## src/design/ivd_pkg.sv

```systemverilog
/*
  Constants, register map and reset values for the interrupt vector dispatch block.
  Assumes a single core clock domain and an AXI4-Lite register slave with 16 address bits.
*/
package ivd_pkg;

  localparam int          IVD_AW          = 16;
  localparam int          IVD_NLVL        = 12;
  localparam logic [31:0] IVD_BASE_RESET  = 32'h000ffc00;
  localparam logic [7:0]  IVD_LVL_RESET   = 8'h00;
  localparam logic [7:0]  IVD_COMPAT_RST  = 8'h00;
  localparam logic [9:0]  IVD_OFS_TOP     = 10'h3fc;
  localparam logic [7:0]  IVD_TRAP_FIRST  = 8'h91;
  localparam logic [7:0]  IVD_SECURE_NUM  = 8'h90;
  localparam logic [7:0]  IVD_NUM_FIRST   = 8'h10;
  localparam logic [7:0]  IVD_NUM_LAST    = 8'h8f;
  localparam int          IVD_COMPAT_BIT  = 0;

  // Register indices; byte address is four times the index
  localparam logic [13:0] IVD_IDX_COMPAT  = 14'h0c03;
  localparam logic [13:0] IVD_IDX_BASE    = 14'h0500;
  localparam logic [13:0] IVD_IDX_LASTVEC = 14'h0501;

  // Level register slots: level register number and register index
  localparam logic [7:0] IVD_LVL_NUM [IVD_NLVL] = '{
    8'd23, 8'd47, 8'd54, 8'd55, 8'd56, 8'd57, 8'd58, 8'd59, 8'd60, 8'd61, 8'd62, 8'd63};
  localparam logic [13:0] IVD_LVL_IDX [IVD_NLVL] = '{
    14'h0457, 14'h046f, 14'h0476, 14'h0477, 14'h0478, 14'h0479,
    14'h047a, 14'h047b, 14'h047c, 14'h047d, 14'h047e, 14'h047f};
  localparam int IVD_SLOT_23 = 0;
  localparam int IVD_SLOT_47 = 1;

  // DMA resource numbers
  localparam logic [7:0] IVD_NUM_PPG12  = 8'h7c;
  localparam logic [7:0] IVD_NUM_PPG15  = 8'h7f;
  localparam logic [7:0] IVD_NUM_ADC0   = 8'h86;
  localparam logic [6:0] IVD_RES_PPG12  = 7'd108;
  localparam logic [6:0] IVD_RES_ADC0_A = 7'd14;
  localparam logic [6:0] IVD_RES_ADC0_B = 7'd112;

  localparam logic [1:0] IVD_RESP_OKAY   = 2'b00;
  localparam logic [1:0] IVD_RESP_SLVERR = 2'b10;

endpackage

```

## src/design/ivd_top.sv

```systemverilog
/*
  Interrupt vector dispatch: table base, level registers, compat swap and vector lookup
  behind an AXI4-Lite slave.
  Assumes the core issues lookups synchronously on i_core_clk and the boot sequencer
  pulses i_boot_done for one cycle when the boot program ends.
*/
`timescale 1ns/1ps
module ivd_top
  import ivd_pkg::*;
(
  input  wire logic                i_core_clk,
  input  wire logic                i_resetn,
  input  wire logic [IVD_AW-1:0]   i_s_axi_awaddr,
  input  wire logic                i_s_axi_awvalid,
  output logic                     o_s_axi_awready,
  input  wire logic [31:0]         i_s_axi_wdata,
  input  wire logic [3:0]          i_s_axi_wstrb,
  input  wire logic                i_s_axi_wvalid,
  output logic                     o_s_axi_wready,
  output logic [1:0]               o_s_axi_bresp,
  output logic                     o_s_axi_bvalid,
  input  wire logic                i_s_axi_bready,
  input  wire logic [IVD_AW-1:0]   i_s_axi_araddr,
  input  wire logic                i_s_axi_arvalid,
  output logic                     o_s_axi_arready,
  output logic [31:0]              o_s_axi_rdata,
  output logic [1:0]               o_s_axi_rresp,
  output logic                     o_s_axi_rvalid,
  input  wire logic                i_s_axi_rready,
  input  wire logic                i_boot_done,
  input  wire logic                i_vec_req,
  input  wire logic [7:0]          i_vec_num,
  input  wire logic                i_vec_dma,
  output logic                     o_vec_valid,
  output logic [31:0]              o_vec_addr,
  output logic [7:0]               o_vec_level,
  output logic                     o_vec_level_ok,
  output logic                     o_vec_trap,
  output logic                     o_vec_secure,
  output logic                     o_dma_ok,
  output logic [6:0]               o_dma_rn,
  output logic                     o_dma_rn2_ok,
  output logic [6:0]               o_dma_rn2,
  output logic                     o_dma_stop,
  output logic                     o_dma_trig
);

  typedef struct packed {
    logic                    aw_pend;
    logic [13:0]             aw_idx;
    logic                    w_pend;
    logic [31:0]             w_data;
    logic [3:0]              w_strb;
    logic                    bvalid;
    logic [1:0]              bresp;
    logic                    rvalid;
    logic [31:0]             rdata;
    logic [1:0]              rresp;
    logic [31:0]             vbase;
    logic [7:0]              compat;
    logic [IVD_NLVL-1:0][7:0] lvl;
    logic                    v_valid;
    logic [31:0]             v_addr;
    logic [7:0]              v_level;
    logic                    v_level_ok;
    logic                    v_trap;
    logic                    v_secure;
    logic                    d_ok;
    logic [6:0]              d_rn;
    logic                    d_rn2_ok;
    logic [6:0]              d_rn2;
    logic                    d_stop;
    logic                    d_trig;
  } ivd_state_t;

  localparam ivd_state_t IVD_STATE_RESET = '{
    aw_pend:  1'b0, aw_idx: 14'h0000, w_pend: 1'b0, w_data: 32'h00000000, w_strb: 4'h0,
    bvalid:   1'b0, bresp: IVD_RESP_OKAY, rvalid: 1'b0, rdata: 32'h00000000,
    rresp:    IVD_RESP_OKAY, vbase: IVD_BASE_RESET, compat: IVD_COMPAT_RST,
    lvl:      {IVD_NLVL{IVD_LVL_RESET}}, v_valid: 1'b0, v_addr: 32'h00000000,
    v_level:  8'h00, v_level_ok: 1'b0, v_trap: 1'b0, v_secure: 1'b0, d_ok: 1'b0,
    d_rn:     7'h00, d_rn2_ok: 1'b0, d_rn2: 7'h00, d_stop: 1'b0, d_trig: 1'b0};

  ivd_state_t s_q;
  ivd_state_t s_d;

  logic [31:0] calc_addr;
  logic        calc_trap;
  logic        calc_secure;
  logic        calc_dma_ok;
  logic [6:0]  calc_dma_rn;
  logic        calc_dma_rn2_ok;
  logic [6:0]  calc_dma_rn2;
  logic        calc_dma_stop;

  ivd_vec_calc u_calc (
    .i_base       (s_q.vbase),
    .i_num        (i_vec_num),
    .o_addr       (calc_addr),
    .o_trap       (calc_trap),
    .o_secure     (calc_secure),
    .o_dma_ok     (calc_dma_ok),
    .o_dma_rn     (calc_dma_rn),
    .o_dma_rn2_ok (calc_dma_rn2_ok),
    .o_dma_rn2    (calc_dma_rn2),
    .o_dma_stop   (calc_dma_stop)
  );

  // Accept AW or W only while its holding slot is empty and no write response waits; AR only while no read response waits
  assign o_s_axi_awready = !s_q.aw_pend && !s_q.bvalid;
  assign o_s_axi_wready  = !s_q.w_pend && !s_q.bvalid;
  assign o_s_axi_arready = !s_q.rvalid;

  always_comb begin
    logic        aw_now;
    logic [13:0] aw_idx;
    logic        w_now;
    logic [31:0] wdata;
    logic [3:0]  wstrb;
    logic        hit;
    logic [13:0] ar_idx;
    logic [31:0] rd;
    logic        rd_hit;
    logic [7:0]  lvl_num;
    logic [7:0]  want;
    logic        lvl_found;
    logic [7:0]  lvl_val;

    s_d = s_q;
    aw_now = s_q.aw_pend;
    aw_idx = s_q.aw_idx;
    w_now = s_q.w_pend;
    wdata = s_q.w_data;
    wstrb = s_q.w_strb;
    hit = 1'b0;
    ar_idx = i_s_axi_araddr[IVD_AW-1:2];
    rd = 32'h00000000;
    rd_hit = 1'b0;
    lvl_num = 8'h00;
    want = 8'h00;
    lvl_found = 1'b0;
    lvl_val = 8'h00;

    if (i_s_axi_awvalid && o_s_axi_awready) begin
      aw_now = 1'b1;
      aw_idx = i_s_axi_awaddr[IVD_AW-1:2];
    end
    if (i_s_axi_wvalid && o_s_axi_wready) begin
      w_now = 1'b1;
      wdata = i_s_axi_wdata;
      wstrb = i_s_axi_wstrb;
    end
    s_d.aw_pend = aw_now;
    s_d.aw_idx = aw_idx;
    s_d.w_pend = w_now;
    s_d.w_data = wdata;
    s_d.w_strb = wstrb;

    if (s_q.bvalid && i_s_axi_bready) begin
      s_d.bvalid = 1'b0;
    end

    // Write commits once address and data are both held
    if (aw_now && w_now) begin
      s_d.aw_pend = 1'b0;
      s_d.w_pend = 1'b0;
      s_d.bvalid = 1'b1;
      if (aw_idx == IVD_IDX_BASE) begin
        hit = 1'b1;
        for (int b = 0; b < 4; b++) begin
          if (wstrb[b]) begin
            s_d.vbase[b*8 +: 8] = wdata[b*8 +: 8];
          end
        end
      end
      if (aw_idx == IVD_IDX_COMPAT) begin
        hit = 1'b1;
        if (wstrb[0]) begin
          s_d.compat = wdata[7:0];
        end
      end
      if (aw_idx == IVD_IDX_LASTVEC) begin
        hit = 1'b1;
      end
      for (int i = 0; i < IVD_NLVL; i++) begin
        if (aw_idx == IVD_LVL_IDX[i]) begin
          hit = 1'b1;
          if (wstrb[0]) begin
            s_d.lvl[i] = wdata[7:0];
          end
        end
      end
      s_d.bresp = hit ? IVD_RESP_OKAY : IVD_RESP_SLVERR;
    end

    // Boot end outranks a software write to the base in the same cycle
    if (i_boot_done) begin
      s_d.vbase = IVD_BASE_RESET;
    end

    if (s_q.rvalid && i_s_axi_rready) begin
      s_d.rvalid = 1'b0;
    end
    if (i_s_axi_arvalid && o_s_axi_arready) begin
      if (ar_idx == IVD_IDX_BASE) begin
        rd_hit = 1'b1;
        rd = s_q.vbase;
      end
      if (ar_idx == IVD_IDX_COMPAT) begin
        rd_hit = 1'b1;
        rd = {24'h000000, s_q.compat};
      end
      if (ar_idx == IVD_IDX_LASTVEC) begin
        rd_hit = 1'b1;
        rd = s_q.v_addr;
      end
      for (int i = 0; i < IVD_NLVL; i++) begin
        if (ar_idx == IVD_LVL_IDX[i]) begin
          rd_hit = 1'b1;
          rd = {24'h000000, s_q.lvl[i]};
        end
      end
      s_d.rvalid = 1'b1;
      s_d.rdata = rd;
      s_d.rresp = rd_hit ? IVD_RESP_OKAY : IVD_RESP_SLVERR;
    end

    // Two vector numbers share one level register
    lvl_num = 8'((i_vec_num - IVD_NUM_FIRST) >> 1);
    want = lvl_num;
    if (s_q.compat[IVD_COMPAT_BIT]) begin
      if (lvl_num == IVD_LVL_NUM[IVD_SLOT_23]) begin
        want = IVD_LVL_NUM[IVD_SLOT_47];
      end else if (lvl_num == IVD_LVL_NUM[IVD_SLOT_47]) begin
        want = IVD_LVL_NUM[IVD_SLOT_23];
      end
    end
    if (i_vec_num >= IVD_NUM_FIRST && i_vec_num <= IVD_NUM_LAST) begin
      for (int i = 0; i < IVD_NLVL; i++) begin
        if (want == IVD_LVL_NUM[i]) begin
          lvl_found = 1'b1;
          lvl_val = s_q.lvl[i];
        end
      end
    end

    s_d.v_valid = i_vec_req;
    s_d.d_trig = 1'b0;
    if (i_vec_req) begin
      s_d.v_addr = calc_addr;
      s_d.v_level = lvl_val;
      s_d.v_level_ok = lvl_found;
      s_d.v_trap = calc_trap;
      s_d.v_secure = calc_secure;
      s_d.d_ok = calc_dma_ok;
      s_d.d_rn = calc_dma_rn;
      s_d.d_rn2_ok = calc_dma_rn2_ok;
      s_d.d_rn2 = calc_dma_rn2;
      s_d.d_stop = calc_dma_stop;
      s_d.d_trig = i_vec_dma && calc_dma_ok;
    end
  end

  always_ff @(posedge i_core_clk or negedge i_resetn) begin
    if (!i_resetn) begin
      s_q <= IVD_STATE_RESET;
    end else begin
      s_q <= s_d;
    end
  end

  assign o_s_axi_bresp  = s_q.bresp;
  assign o_s_axi_bvalid = s_q.bvalid;
  assign o_s_axi_rdata  = s_q.rdata;
  assign o_s_axi_rresp  = s_q.rresp;
  assign o_s_axi_rvalid = s_q.rvalid;
  assign o_vec_valid    = s_q.v_valid;
  assign o_vec_addr     = s_q.v_addr;
  assign o_vec_level    = s_q.v_level;
  assign o_vec_level_ok = s_q.v_level_ok;
  assign o_vec_trap     = s_q.v_trap;
  assign o_vec_secure   = s_q.v_secure;
  assign o_dma_ok       = s_q.d_ok;
  assign o_dma_rn       = s_q.d_rn;
  assign o_dma_rn2_ok   = s_q.d_rn2_ok;
  assign o_dma_rn2      = s_q.d_rn2;
  assign o_dma_stop     = s_q.d_stop;
  assign o_dma_trig     = s_q.d_trig;

endmodule

```

## src/design/ivd_vec_calc.sv

```systemverilog
/*
  Combinational vector address, trap and DMA attribute lookup for one vector number.
  Assumes the caller registers the results.
*/
`timescale 1ns/1ps
module ivd_vec_calc
  import ivd_pkg::*;
(
  input  wire logic [31:0] i_base,
  input  wire logic [7:0]  i_num,
  output logic      [31:0] o_addr,
  output logic             o_trap,
  output logic             o_secure,
  output logic             o_dma_ok,
  output logic      [6:0]  o_dma_rn,
  output logic             o_dma_rn2_ok,
  output logic      [6:0]  o_dma_rn2,
  output logic             o_dma_stop
);
  logic [9:0] offset;

  always_comb begin
    offset = IVD_OFS_TOP - {i_num, 2'b00};
    o_addr = i_base + {22'h000000, offset};
    o_trap = (i_num >= IVD_TRAP_FIRST);
    o_secure = (i_num == IVD_SECURE_NUM);
    o_dma_ok = 1'b0;
    o_dma_rn = 7'h00;
    o_dma_rn2_ok = 1'b0;
    o_dma_rn2 = 7'h00;
    // No source in this range can request a DMA stop
    o_dma_stop = 1'b0;
    if (i_num >= IVD_NUM_PPG12 && i_num <= IVD_NUM_PPG15) begin
      o_dma_ok = 1'b1;
      o_dma_rn = IVD_RES_PPG12 + 7'(i_num - IVD_NUM_PPG12);
    end else if (i_num == IVD_NUM_ADC0) begin
      o_dma_ok = 1'b1;
      o_dma_rn = IVD_RES_ADC0_A;
      o_dma_rn2_ok = 1'b1;
      o_dma_rn2 = IVD_RES_ADC0_B;
    end
  end
endmodule

```

## config.mk

```make
export PLATFORM = sky130hd
export DESIGN_NAME = ivd_top
export DESIGN_NICKNAME = d
export VERILOG_FILES = /design/src/design/ivd_pkg.sv /design/src/design/ivd_top.sv /design/src/design/ivd_vec_calc.sv
export SDC_FILE = /design/constraint.sdc
export NUM_CORES = 1
export LEC_CHECK = 0
export ABC_AREA = 1
export ABC_CLOCK_PERIOD_IN_PS = 4000
export BUFFER_PORTS_ARGS = -buffer_cell sky130_fd_sc_hd__buf_2
export CAP_MARGIN = 10
export CORE_MARGIN = 2
export CORE_UTILIZATION = 25
export CTS_BUF_LIST = sky130_fd_sc_hd__clkbuf_8
export DETAILED_ROUTE_END_ITERATION = 8
export GPL_TIMING_DRIVEN = 0
export PLACE_DENSITY = 0.48
export SLEW_MARGIN = 20
export SYNTH_ARGS = -nofsm -noshare
export SYNTH_HDL_FRONTEND = slang
export SYNTH_HIERARCHICAL = 1
export SYNTH_SLANG_ARGS = --single-unit
```

## constraint.sdc

```tcl
create_clock -name i_core_clk -period 4 [get_ports i_core_clk]
set_clock_uncertainty 0.2 [all_clocks]
set_input_delay 1.2 -clock i_core_clk [delete_from_list [all_inputs] [get_ports i_core_clk]]
set_output_delay 1.2 -clock i_core_clk [all_outputs]
set_load 0.03 [all_outputs]
```

Word-level counts from Yosys, hierarchy flattened
Cells that the tools add are included.
Cells by class
  add/sub/neg operators: 5
  $lt $le $gt $ge: 5
  equal/unequal tests: 46
  multiplexer cells: 130
  reduce and logical (&&, ||, !) cells: 40
Operators with widths (number)
  2-to-1 mux 32 bit: 18
  == test 14 x 11 -> 1 bit (second input constant): 28
  2-to-1 mux 8 bit: 43
  2-to-1 mux 136 bit: 1
  == test 8 x 6 -> 1 bit (second input constant): 11
  2-to-1 mux 1 bit: 55
  AND reduction 3 bit: 17
  2-to-1 mux 7 bit: 6
  2-to-1 mux 35 bit: 1
  adder 32 x 10 -> 32 bit: 1
  == test 14 x 12 -> 1 bit (second input constant): 2
  == test 8 bit (second input constant): 2
  nonzero test 2 bit: 8
  2-to-1 mux 14 bit: 1
  logical AND 1 bit: 11
  subtractor 10 bit (first input constant): 1
  == test 8 x 5 -> 1 bit (second input constant): 1
  greater-or-equal comparator 8 x 5 -> 1 bit (second input constant): 1
  greater-or-equal comparator 8 x 7 -> 1 bit (second input constant): 1
  greater-or-equal comparator 8 bit (second input constant): 1
  less-or-equal comparator 8 x 7 -> 1 bit (second input constant): 1
  less-or-equal comparator 8 bit (second input constant): 1
  2-to-1 mux 4 bit: 2
  subtractor 8 x 5 -> 8 bit (second input constant): 1
  other kinds (7): 11
Storage, ports and cells
  register bits: 287
  input bits: 86

Logic depth before layout (Yosys ltp)
Gate-level depths: netlist of the first run.
  word-level depth: 23
  depth in mapped cells: 24

Hierarchy
Netlist of the first run, hierarchy kept.
Modules (own cells, without submodules)
  ivd_top: instances 1, cells each 1893, area an instance 14513.9 µm², sequential area each 7169.4 µm²
  ivd_vec_calc: instances 1, cells each 310, area an instance 1524.0 µm², sequential area each 0.0 µm²

Worst setup path before layout of the first run
No wires, ideal clock.
  kind: input to register
  start point: in i_vec_num[4]
  end point: reg s_q, in the netlist o_vec_level[2]
  arrival: 3.088 ns
  setup slack: 0.596 ns
  stages: 21
  path buffers: 1
  path through: inv_1 -> ha_1 -> inv_1 -> nand2_1 -> nor2_1 -> nand2_1 -> nand2_1 -> inv_1 -> nor2_1 -> nand2_1 -> buf_2 -> o21ai_0 -> nand2_1 -> nand2_1 -> nand2_1 -> nand2_1 -> nand2_1 -> nand2_1 -> nand2_1 -> nand2_1 -> nand2_1
Between the ends
  cells in the longest elaborated chain, start to end: 19
  elaborated cells on any way between the ends: 34
Ends and longest elaborated chain
  start, declared: line ivd_top.sv:32  | input wire logic [7:0] i_vec_num,
  subtractor 8 x 5 -> 8 bit: line ivd_top.sv:229  | lvl_num = 8'((i_vec_num - IVD_NUM_FIRST) >> 1);
  == test 7 x 6 -> 1 bit: line ivd_top.sv:234  | end else if (lvl_num == IVD_LVL_NUM[IVD_SLOT_47]) begin
  2-to-1 mux 7 bit: line ivd_top.sv:234
  2-to-1 mux 7 bit: line ivd_top.sv:232  | if (lvl_num == IVD_LVL_NUM[IVD_SLOT_23]) begin
  2-to-1 mux 7 bit: line ivd_top.sv:231  | if (s_q.compat[IVD_COMPAT_BIT]) begin
  == test 8 x 5 -> 1 bit: line ivd_top.sv:240  | if (want == IVD_LVL_NUM[i]) begin
  2-to-1 mux 8 bit (12 in a row): line ivd_top.sv:240
  2-to-1 mux 8 bit (*): line ivd_top.sv:238  | if (i_vec_num >= IVD_NUM_FIRST && i_vec_num <= IVD_NUM_LAST) begin
  end signal, assigned: line ivd_top.sv:266  | s_q <= IVD_STATE_RESET;
  end signal, assigned: line ivd_top.sv:268  | s_q <= s_d;
  end, declared: line ivd_top.sv:84  | ivd_state_t s_q;
Mark *: on every way between the ends. The rest lies on a longest branch, timed or not.
A chain may end at the register's enable or synchronous reset.

Worst setup path in the final report of the first run
Ends and elaborated chain as after synthesis.

==> results_dict.tcl, run 1 <==
set metrics [dict create \
    status "complete, no violations" \
    clockRootBuffer "sky130_fd_sc_hd__clkbuf_8" \
    drt-vias-per-instance 4.507 \
    worst-path-max-fanout 8 \
    num_vias 15060 \
    drt_first_pass_iters 5 \
    grt_start_max_net_pins 86 \
    timing.final.crit_period_ns 3.833 \
    fraction_of_layout_instances_using_a_drive_strength_above_1_pct 18.92 \
    placedCellCount 3244 \
    setup.worst_path.class "primary input to flop" \
    cp-end-kind "flop" \
    gp_routability_congestion 0.9445 \
    cts-htree-levels 2 \
    hpwlAfterDp_um 46860 \
    overall_die_width_um 257.3 \
    maxSlewHeadroom_pct 34.55 \
    post-layout-total-power_mw 8.327 \
    share_of_flip_flops_with_an_asynchronous_set_or_reset_pct 100.0 \
    global_route.overflow_total 0 \
    vias_in_the_first_global_route 15340 \
    tritoncts "yes" \
    postRouteWirelength_um 60270 \
    floorplan.die_area_sq_um 66190 \
    finalWorstSetupSlack_ns 0.1665 \
    placeableCoreArea_sq_um 63200 \
    yosys_warnings 6 \
    clk_sink_count 286 \
    synth_cell_types 52 \
    placed_area_sq_um 18210 \
    placement.io_buffers 182 \
    initial_utilization_pct 25.38 \
    instances_no_fill 3342 \
    most_used_cells_in_the_layout_excluding_fill_and_tap_cells "sky130_fd_sc_hd__nand2_1 (758), sky130_fd_sc_hd__dfrtp_1 (276), sky130_fd_sc_hd__inv_1 (264)" \
    max-clock-path-buffers 3 \
    die_height_um 257.3 \
    finalHoldViolations 0 \
    cellLeakagePower_nw 9.928 \
    path_clk_slew_ns 0.06 \
    critical_path_buffer_and_inverter_count 3 \
    syn_inst 2203 \
    synth_edf_count 0 \
    grt_usage_pct 18.18 \
    critPathArrivalTime_ns 4.18 \
    grt_setup_unrepaired "no" \
    vdd_ir_drop_max_uv 236.7 \
    drt-initial-drc-count 1015 \
    path_delay_family "simple AND/OR/NAND/NOR gates" \
    netlist_area_sq_um 16040 \
    power_density_nw_per_um2 429.3 \
    cp.required_ns 4.34 \
    most_prevalent_standard_cell_on_the_critical_path "sky130_fd_sc_hd__nand2_1" \
    worst_setup_path_start_kind "primary input" \
    synth.yosys.seq_area_share_pct 44.70 \
    finalCritPeriodShare_pct 95.84 \
    antenna_found_initial 2 \
    finish.instance_area_sq_um 19390 \
    crit_path_max_incr_delay_ns 0.57 \
    mostFrequentLayoutCell "sky130_fd_sc_hd__nand2_1" \
    ys_seq_elements 286 \
    cap_violations 0 \
    route.detailed.wl_per_inst_um 18.03 \
    drc 0 \
    dominantRegCellSynth "sky130_fd_sc_hd__dfrtp_1" \
    ioPinCount 189 \
    fmax_ghz 0.2609 \
    detail-route-antenna-nets 0 \
    row_count 92 \
    design.final.nets 2553 \
    setup_viol 0 \
    tritoncts.num_buffers 53 \
    post_placement_setup_slack_ns -0.7866 \
    worst_skew_pair.late_latency_ns 0.64 \
    tightest_slew_ns 0.9818 \
    grt_pass1_wl_um 92150 \
    postCtsHoldBufs 0 \
    min-delay-path-class "flop to flop" \
    slew_violations 0 \
    crit_path_top_delay_cell "sky130_fd_sc_hd__nor2_1" \
    cp_cell_sequence "buf_2 -> inv_1 -> ha_1 -> inv_1 -> nand2_1 -> nand2_1 -> nor2_1 -> nand2_1 -> nand4_1 -> nor2_1 -> nand2_1 -> nor2_1 -> o21ai_0 -> a22oi_1 -> nand2_1 -> nand2_1 -> nand2_1 -> nand2_1 -> nand2_1" \
    syn-mean-instance-area_sq_um 7.280 \
    post_cts.repair.setup_buffers 0 \
    area_growth_syn_to_layout_pct 20.93 \
]
## cells by family after synthesis
| family | Yosys count | synth area share, % |
|---|---|---|
| AOI/OAI and AO/OA | 288 | 9.518 |
| other | 2 | 0.04683 |
| adders and majority gates | 15 | 1.217 |
| and+or+nand+nor | 1180 | 31.46 |
| buffers and inverters | 421 | 12.39 |
| xor gates and xnor gates | 10 | 0.5930 |
| muxes | 1 | 0.07021 |
| DFF | 286 | 44.70 |
## worst paths after layout
| path | startpoint | to | slack [ns] | cells after the start |
|---|---|---|---|---|
| min in group asynchronous | i_resetn | o_dma_rn2[0]$_DFFE_PN0P_ | 0.29 | 1 |
| max in group asynchronous | i_resetn | s_q[156]$_DFFE_PN0P_ | 1.75 | 4 |
| worst min register to register | o_dma_rn2_ok$_DFFE_PN0P_ | o_dma_rn2_ok$_DFFE_PN0P_ | 0.27 | 2 |
| worst max register to register | o_s_axi_bvalid$_DFFE_PN0P_ | s_q[116]$_DFFE_PN0P_ | 0.43 | 11 |
| worst max-delay path | i_vec_num[4] | o_vec_level[2]$_DFFE_PN0P_ | 0.17 | 19 |
| worst min-delay path | o_dma_rn2_ok$_DFFE_PN0P_ | o_dma_rn2_ok$_DFFE_PN0P_ | 0.27 | 2 |
## where the power goes
| group | total (mW) | internal, mW | switching, mW |
|---|---|---|---|
| sequential | 3.30 | 3.19 | 0.112 |
| clock | 3.11 | 1.74 | 1.37 |
| combinational | 1.92 | 0.490 | 1.42 |
## metal layers
metal	track usage, %	up-vias	wire length (um)
met5	0	-	10
met4	7.154	2	2256
met3	2.443	98	2856
met2	31.59	425	29260
met1	22.74	7133	25890
li1	-	7403	-
## worst min-delay path, cell delays in order (launching register included)
cell	delay (ns)
sky130_fd_sc_hd__dfrtp_1	0.34
sky130_fd_sc_hd__nand2_1	0.05
sky130_fd_sc_hd__nand2_1	0.04
## cell type report
class | count | area [sq um]
diodes | 1 | 2.502
clock buffers | 69 | 949.7
clock inverters | 29 | 211.5
plain buffers | 165 | 1026
flip-flops and latches | 286 | 7169
inverters | 255 | 957.2
well taps | 846 | 1059
multi-input cells | 1501 | 6982
fillers | 6873 | 43800
repair buffers | 190 | 1039
## timing repair
item,in CTS,in global routing
gates resized for setup,1,5
cloned,0,0
hold endpoints to repair,0,0
endpoints found under the setup margin,19,39
## flip-flops by register name (all words and copies together) (netlist names), 7 cells and up
signal,flops
o_dma_rn,7
o_dma_rn2,7
o_s_axi_rdata,32
o_vec_addr,32
o_vec_level,8
s_q,188
## Yosys cell counts, types with 5 or more instances
cell                         n  area share [%]
sky130_fd_sc_hd__nand2_1   759              18
sky130_fd_sc_hd__nand3b_1   12            0.56
sky130_fd_sc_hd__nor3_1     36             1.1
sky130_fd_sc_hd__nor2_2      7            0.27
sky130_fd_sc_hd__nand4_1    37             1.4
sky130_fd_sc_hd__o21ai_1     7            0.22
sky130_fd_sc_hd__inv_2       5            0.12
sky130_fd_sc_hd__buf_1       6            0.14
sky130_fd_sc_hd__or2_2      22            0.86
sky130_fd_sc_hd__dfstp_2    10             1.6
sky130_fd_sc_hd__nor2_1    137             3.2
sky130_fd_sc_hd__buf_4     102             4.8
sky130_fd_sc_hd__nand2_2     6            0.23
sky130_fd_sc_hd__nor4_1     13            0.51
sky130_fd_sc_hd__xor2_1      8            0.44
sky130_fd_sc_hd__nand3_1   119             3.7
sky130_fd_sc_hd__inv_1     249             5.8
sky130_fd_sc_hd__o22ai_1    34             1.3
sky130_fd_sc_hd__clkbuf_1   44             1.0
sky130_fd_sc_hd__a21oi_1    16            0.50
sky130_fd_sc_hd__and2_1     12            0.47
sky130_fd_sc_hd__or2_1       5            0.20
sky130_fd_sc_hd__buf_2      13            0.41
sky130_fd_sc_hd__dfrtp_1   276              43
sky130_fd_sc_hd__o21ai_0   218             6.8
sky130_fd_sc_hd__ha_1       14             1.1
## through the flow
| step | hold slack, ns | TNS [ns] | util [%] |
|---|---|---|---|
| 6_report | 0.2698 | 0 | 30.69 |
| 5_1_grt | 0.2982 | 0 | 30.69 |
| 4_1_cts | 0.2562 | 0 | 30.67 |
| 3_5_place_dp | 0.2582 | -94.26 | 28.82 |
| 3_3_place_gp | 0.2568 | -1258.23 | 28.52 |
| 2_1_floorplan | 0.2431 | 0 | - |
(Power assumes the default switching activity.)
==> run 2, diff against run 1 <==
--- a/config.mk
+++ b/config.mk
@@ -10,11 +10,11 @@
 export BUFFER_PORTS_ARGS = -buffer_cell sky130_fd_sc_hd__buf_2
 export CAP_MARGIN = 10
 export CORE_MARGIN = 2
-export CORE_UTILIZATION = 25
+export CORE_UTILIZATION = 60
 export CTS_BUF_LIST = sky130_fd_sc_hd__clkbuf_8
 export DETAILED_ROUTE_END_ITERATION = 8
 export GPL_TIMING_DRIVEN = 0
-export PLACE_DENSITY = 0.48
+export PLACE_DENSITY = 0.89
 export SLEW_MARGIN = 20
 export SYNTH_ARGS = -nofsm -noshare
 export SYNTH_HDL_FRONTEND = slang
==> results_dict.tcl, run 2 (synthesized netlist as in run 1, its figures left out) <==
set metrics [dict create \
    cap_violations 0 \
    design.final.nets 2542 \
    worst_hold_slack_ns 0.2684 \
    instances_no_fill 2816 \
    vias_in_the_first_global_route 15360 \
    multiInputGateArea_sq_um 6959 \
    fmax_ghz 0.2619 \
    finalWorstSetupSlack_ns 0.1822 \
    max-clock-path-buffers 3 \
    cp.required_ns 4.28 \
    die_height_um 167.5 \
    finalCritPeriodShare_pct 95.45 \
    p_sw_mw 2.698 \
    clockRootBuffer "sky130_fd_sc_hd__clkbuf_8" \
    post_placement_setup_slack_ns -0.4358 \
    fraction_of_layout_instances_using_a_drive_strength_above_1_pct 18.02 \
    initial_utilization_pct 61.37 \
    power_density_nw_per_um2 423.4 \
    global_route.overflow_total 0 \
    num_vias 15850 \
    tritoncts.num_buffers 47 \
    route.detailed.wl_per_inst_um 17.94 \
    power.share.sequential_pct 42.1 \
    critPathArrivalTime_ns 4.10 \
    vdd_ir_drop_max_uv 458.3 \
    hpwlAfterDp_um 38310 \
    mostFrequentLayoutCell "sky130_fd_sc_hd__nand2_1" \
    grt_start_max_net_pins 102 \
    worst_setup_path_start_kind "primary input" \
    placedCellCount 2727 \
    worst_skew_pair.late_latency_ns 0.59 \
    cp-end-kind "flop" \
    drc 18 \
    placeableCoreArea_sq_um 26130 \
    cts-htree-levels 2 \
    postRouteWirelength_um 50510 \
    tritoncts "yes" \
    finalHoldViolations 0 \
    pwr-share-clk_pct 34.2 \
    maxSlewHeadroom_pct 31.99 \
    grt_setup_unrepaired "no" \
    gp_routability_congestion 0.9774 \
    max_flop_register "s_q" \
    setup_viol 0 \
    row_count 59 \
    overall_die_width_um 167.5 \
    combPwrFrac_pct 23.6 \
    power.share.switching_pct 34.42 \
    p_int_mw 5.141 \
    most_used_cells_in_the_layout_excluding_fill_and_tap_cells "sky130_fd_sc_hd__nand2_1 (759), sky130_fd_sc_hd__dfrtp_1 (276), sky130_fd_sc_hd__inv_1 (268)" \
    largest_reg_flops 188 \
    min-delay-path-class "flop to flop" \
    timing.final.crit_period_ns 3.818 \
    setup.worst_path.class "primary input to flop" \
    failed_checks "DRC" \
    slew_violations 0 \
    grt_usage_pct 35.99 \
    detail-route-antenna-nets 0 \
    ioPinCount 189 \
    placement.io_buffers 182 \
    tightest_slew_ns 1.020 \
    drt_first_pass_iters 8 \
    area.sequential_sq_um 7169 \
    floorplan.die_area_sq_um 28050 \
    drt-vias-per-instance 5.629 \
    worst-path-max-fanout 10 \
    antenna_found_initial 3 \
    clk_sink_count 286 \
    cellLeakagePower_nw 9.809 \
    filler_cell_count 2141 \
    status "finished with violations" \
    path_clk_slew_ns 0.06 \
    drt-initial-drc-count 1700 \
    post_cts.repair.setup_buffers 0 \
    area_growth_syn_to_layout_pct 15.44 \
    grt_pass1_wl_um 79250 \
]
## run 2: area by class of cell
type / instances / area share (%)
diodes: 1 / 0.01352
plain buffers: 166 / 5.562
clock buffers: 59 / 4.386
clock inverters: 29 / 1.020
inverters: 255 / 5.170
multi-input cells: 1501 / 37.59
flip-flops and latches: 286 / 38.72
well taps: 335 / 2.264
repair buffers: 184 / 5.271
## run 2: worst paths after layout
check | startpoint | end | slack, ns | cells past startpoint
max in group asynchronous | i_resetn | s_q[97]$_DFFE_PN0P_ | 2.18 | 2
hold reg to reg | o_dma_rn2[2]$_DFFE_PN0P_ | o_dma_rn2[2]$_DFFE_PN0P_ | 0.27 | 2
min in group asynchronous | i_resetn | o_dma_rn2[5]$_DFFE_PN0P_ | 0.42 | 1
setup reg to reg | o_s_axi_bvalid$_DFFE_PN0P_ | s_q[116]$_DFFE_PN0P_ | 0.29 | 11
setup / recovery | i_s_axi_araddr[15] | o_s_axi_rdata[4]$_DFFE_PN0P_ | 0.18 | 16
hold / removal | o_dma_rn2[2]$_DFFE_PN0P_ | o_dma_rn2[2]$_DFFE_PN0P_ | 0.27 | 2
## run 2: power groups by stage
stage	clock network [mW]	logic (mW)	registers (mW)
2_1_floorplan	0	1.14	3.33
3_3_place_gp	0	1.73	3.33
3_5_place_dp	0	1.80	3.35
4_1_cts	2.70	1.81	3.30
5_1_grt	2.83	2.02	3.32
6_report	2.68	1.85	3.30
## run 2: timing repair
item / 4_1_cts / 5_1_grt
setup endpoints to repair: 0 / 8
gates resized for setup: 0 / 5
hold buffers: 0 / 0
## run 2: per-layer routing
metal	track usage (%)	part of all wire [%]
met3	7.114	9.3
met4	17.66	5.2
met1	44.41	38
met2	60.83	47
met5	0	0.053
## run 2: per-stage QoR
step / utilization, % / setup TNS (ns) / total power, mW / area [sq um]
finish: 70.85 / 0 / 7.839 / 18510
global route: 70.85 / 0 / 8.169 / 18510
CTS: 70.72 / 0 / 7.813 / 18480
detailed placement: 66.89 / -10.96 / 5.147 / 17480
global placement: 66.53 / -1018.61 / 5.066 / 17390
floorplan: - / 0 / 4.464 / 16060
## run 2: worst max-delay path: stages
cell and delay [ns]:
sky130_fd_sc_hd__buf_2 0.08, sky130_fd_sc_hd__nor2_1 0.10, sky130_fd_sc_hd__inv_1 0.10, sky130_fd_sc_hd__nor4_1 0.06, sky130_fd_sc_hd__clkbuf_1 0.26, sky130_fd_sc_hd__nand2_1 0.20
sky130_fd_sc_hd__clkbuf_1 0.45, sky130_fd_sc_hd__nor2_1 0.10, sky130_fd_sc_hd__nor3_1 0.59, sky130_fd_sc_hd__nand4_1 0.23, sky130_fd_sc_hd__nor2_1 0.19, sky130_fd_sc_hd__nand4_1 0.12
sky130_fd_sc_hd__nor2_1 0.14, sky130_fd_sc_hd__nand4_1 0.13, sky130_fd_sc_hd__nand2_1 0.09, sky130_fd_sc_hd__nand2_1 0.05
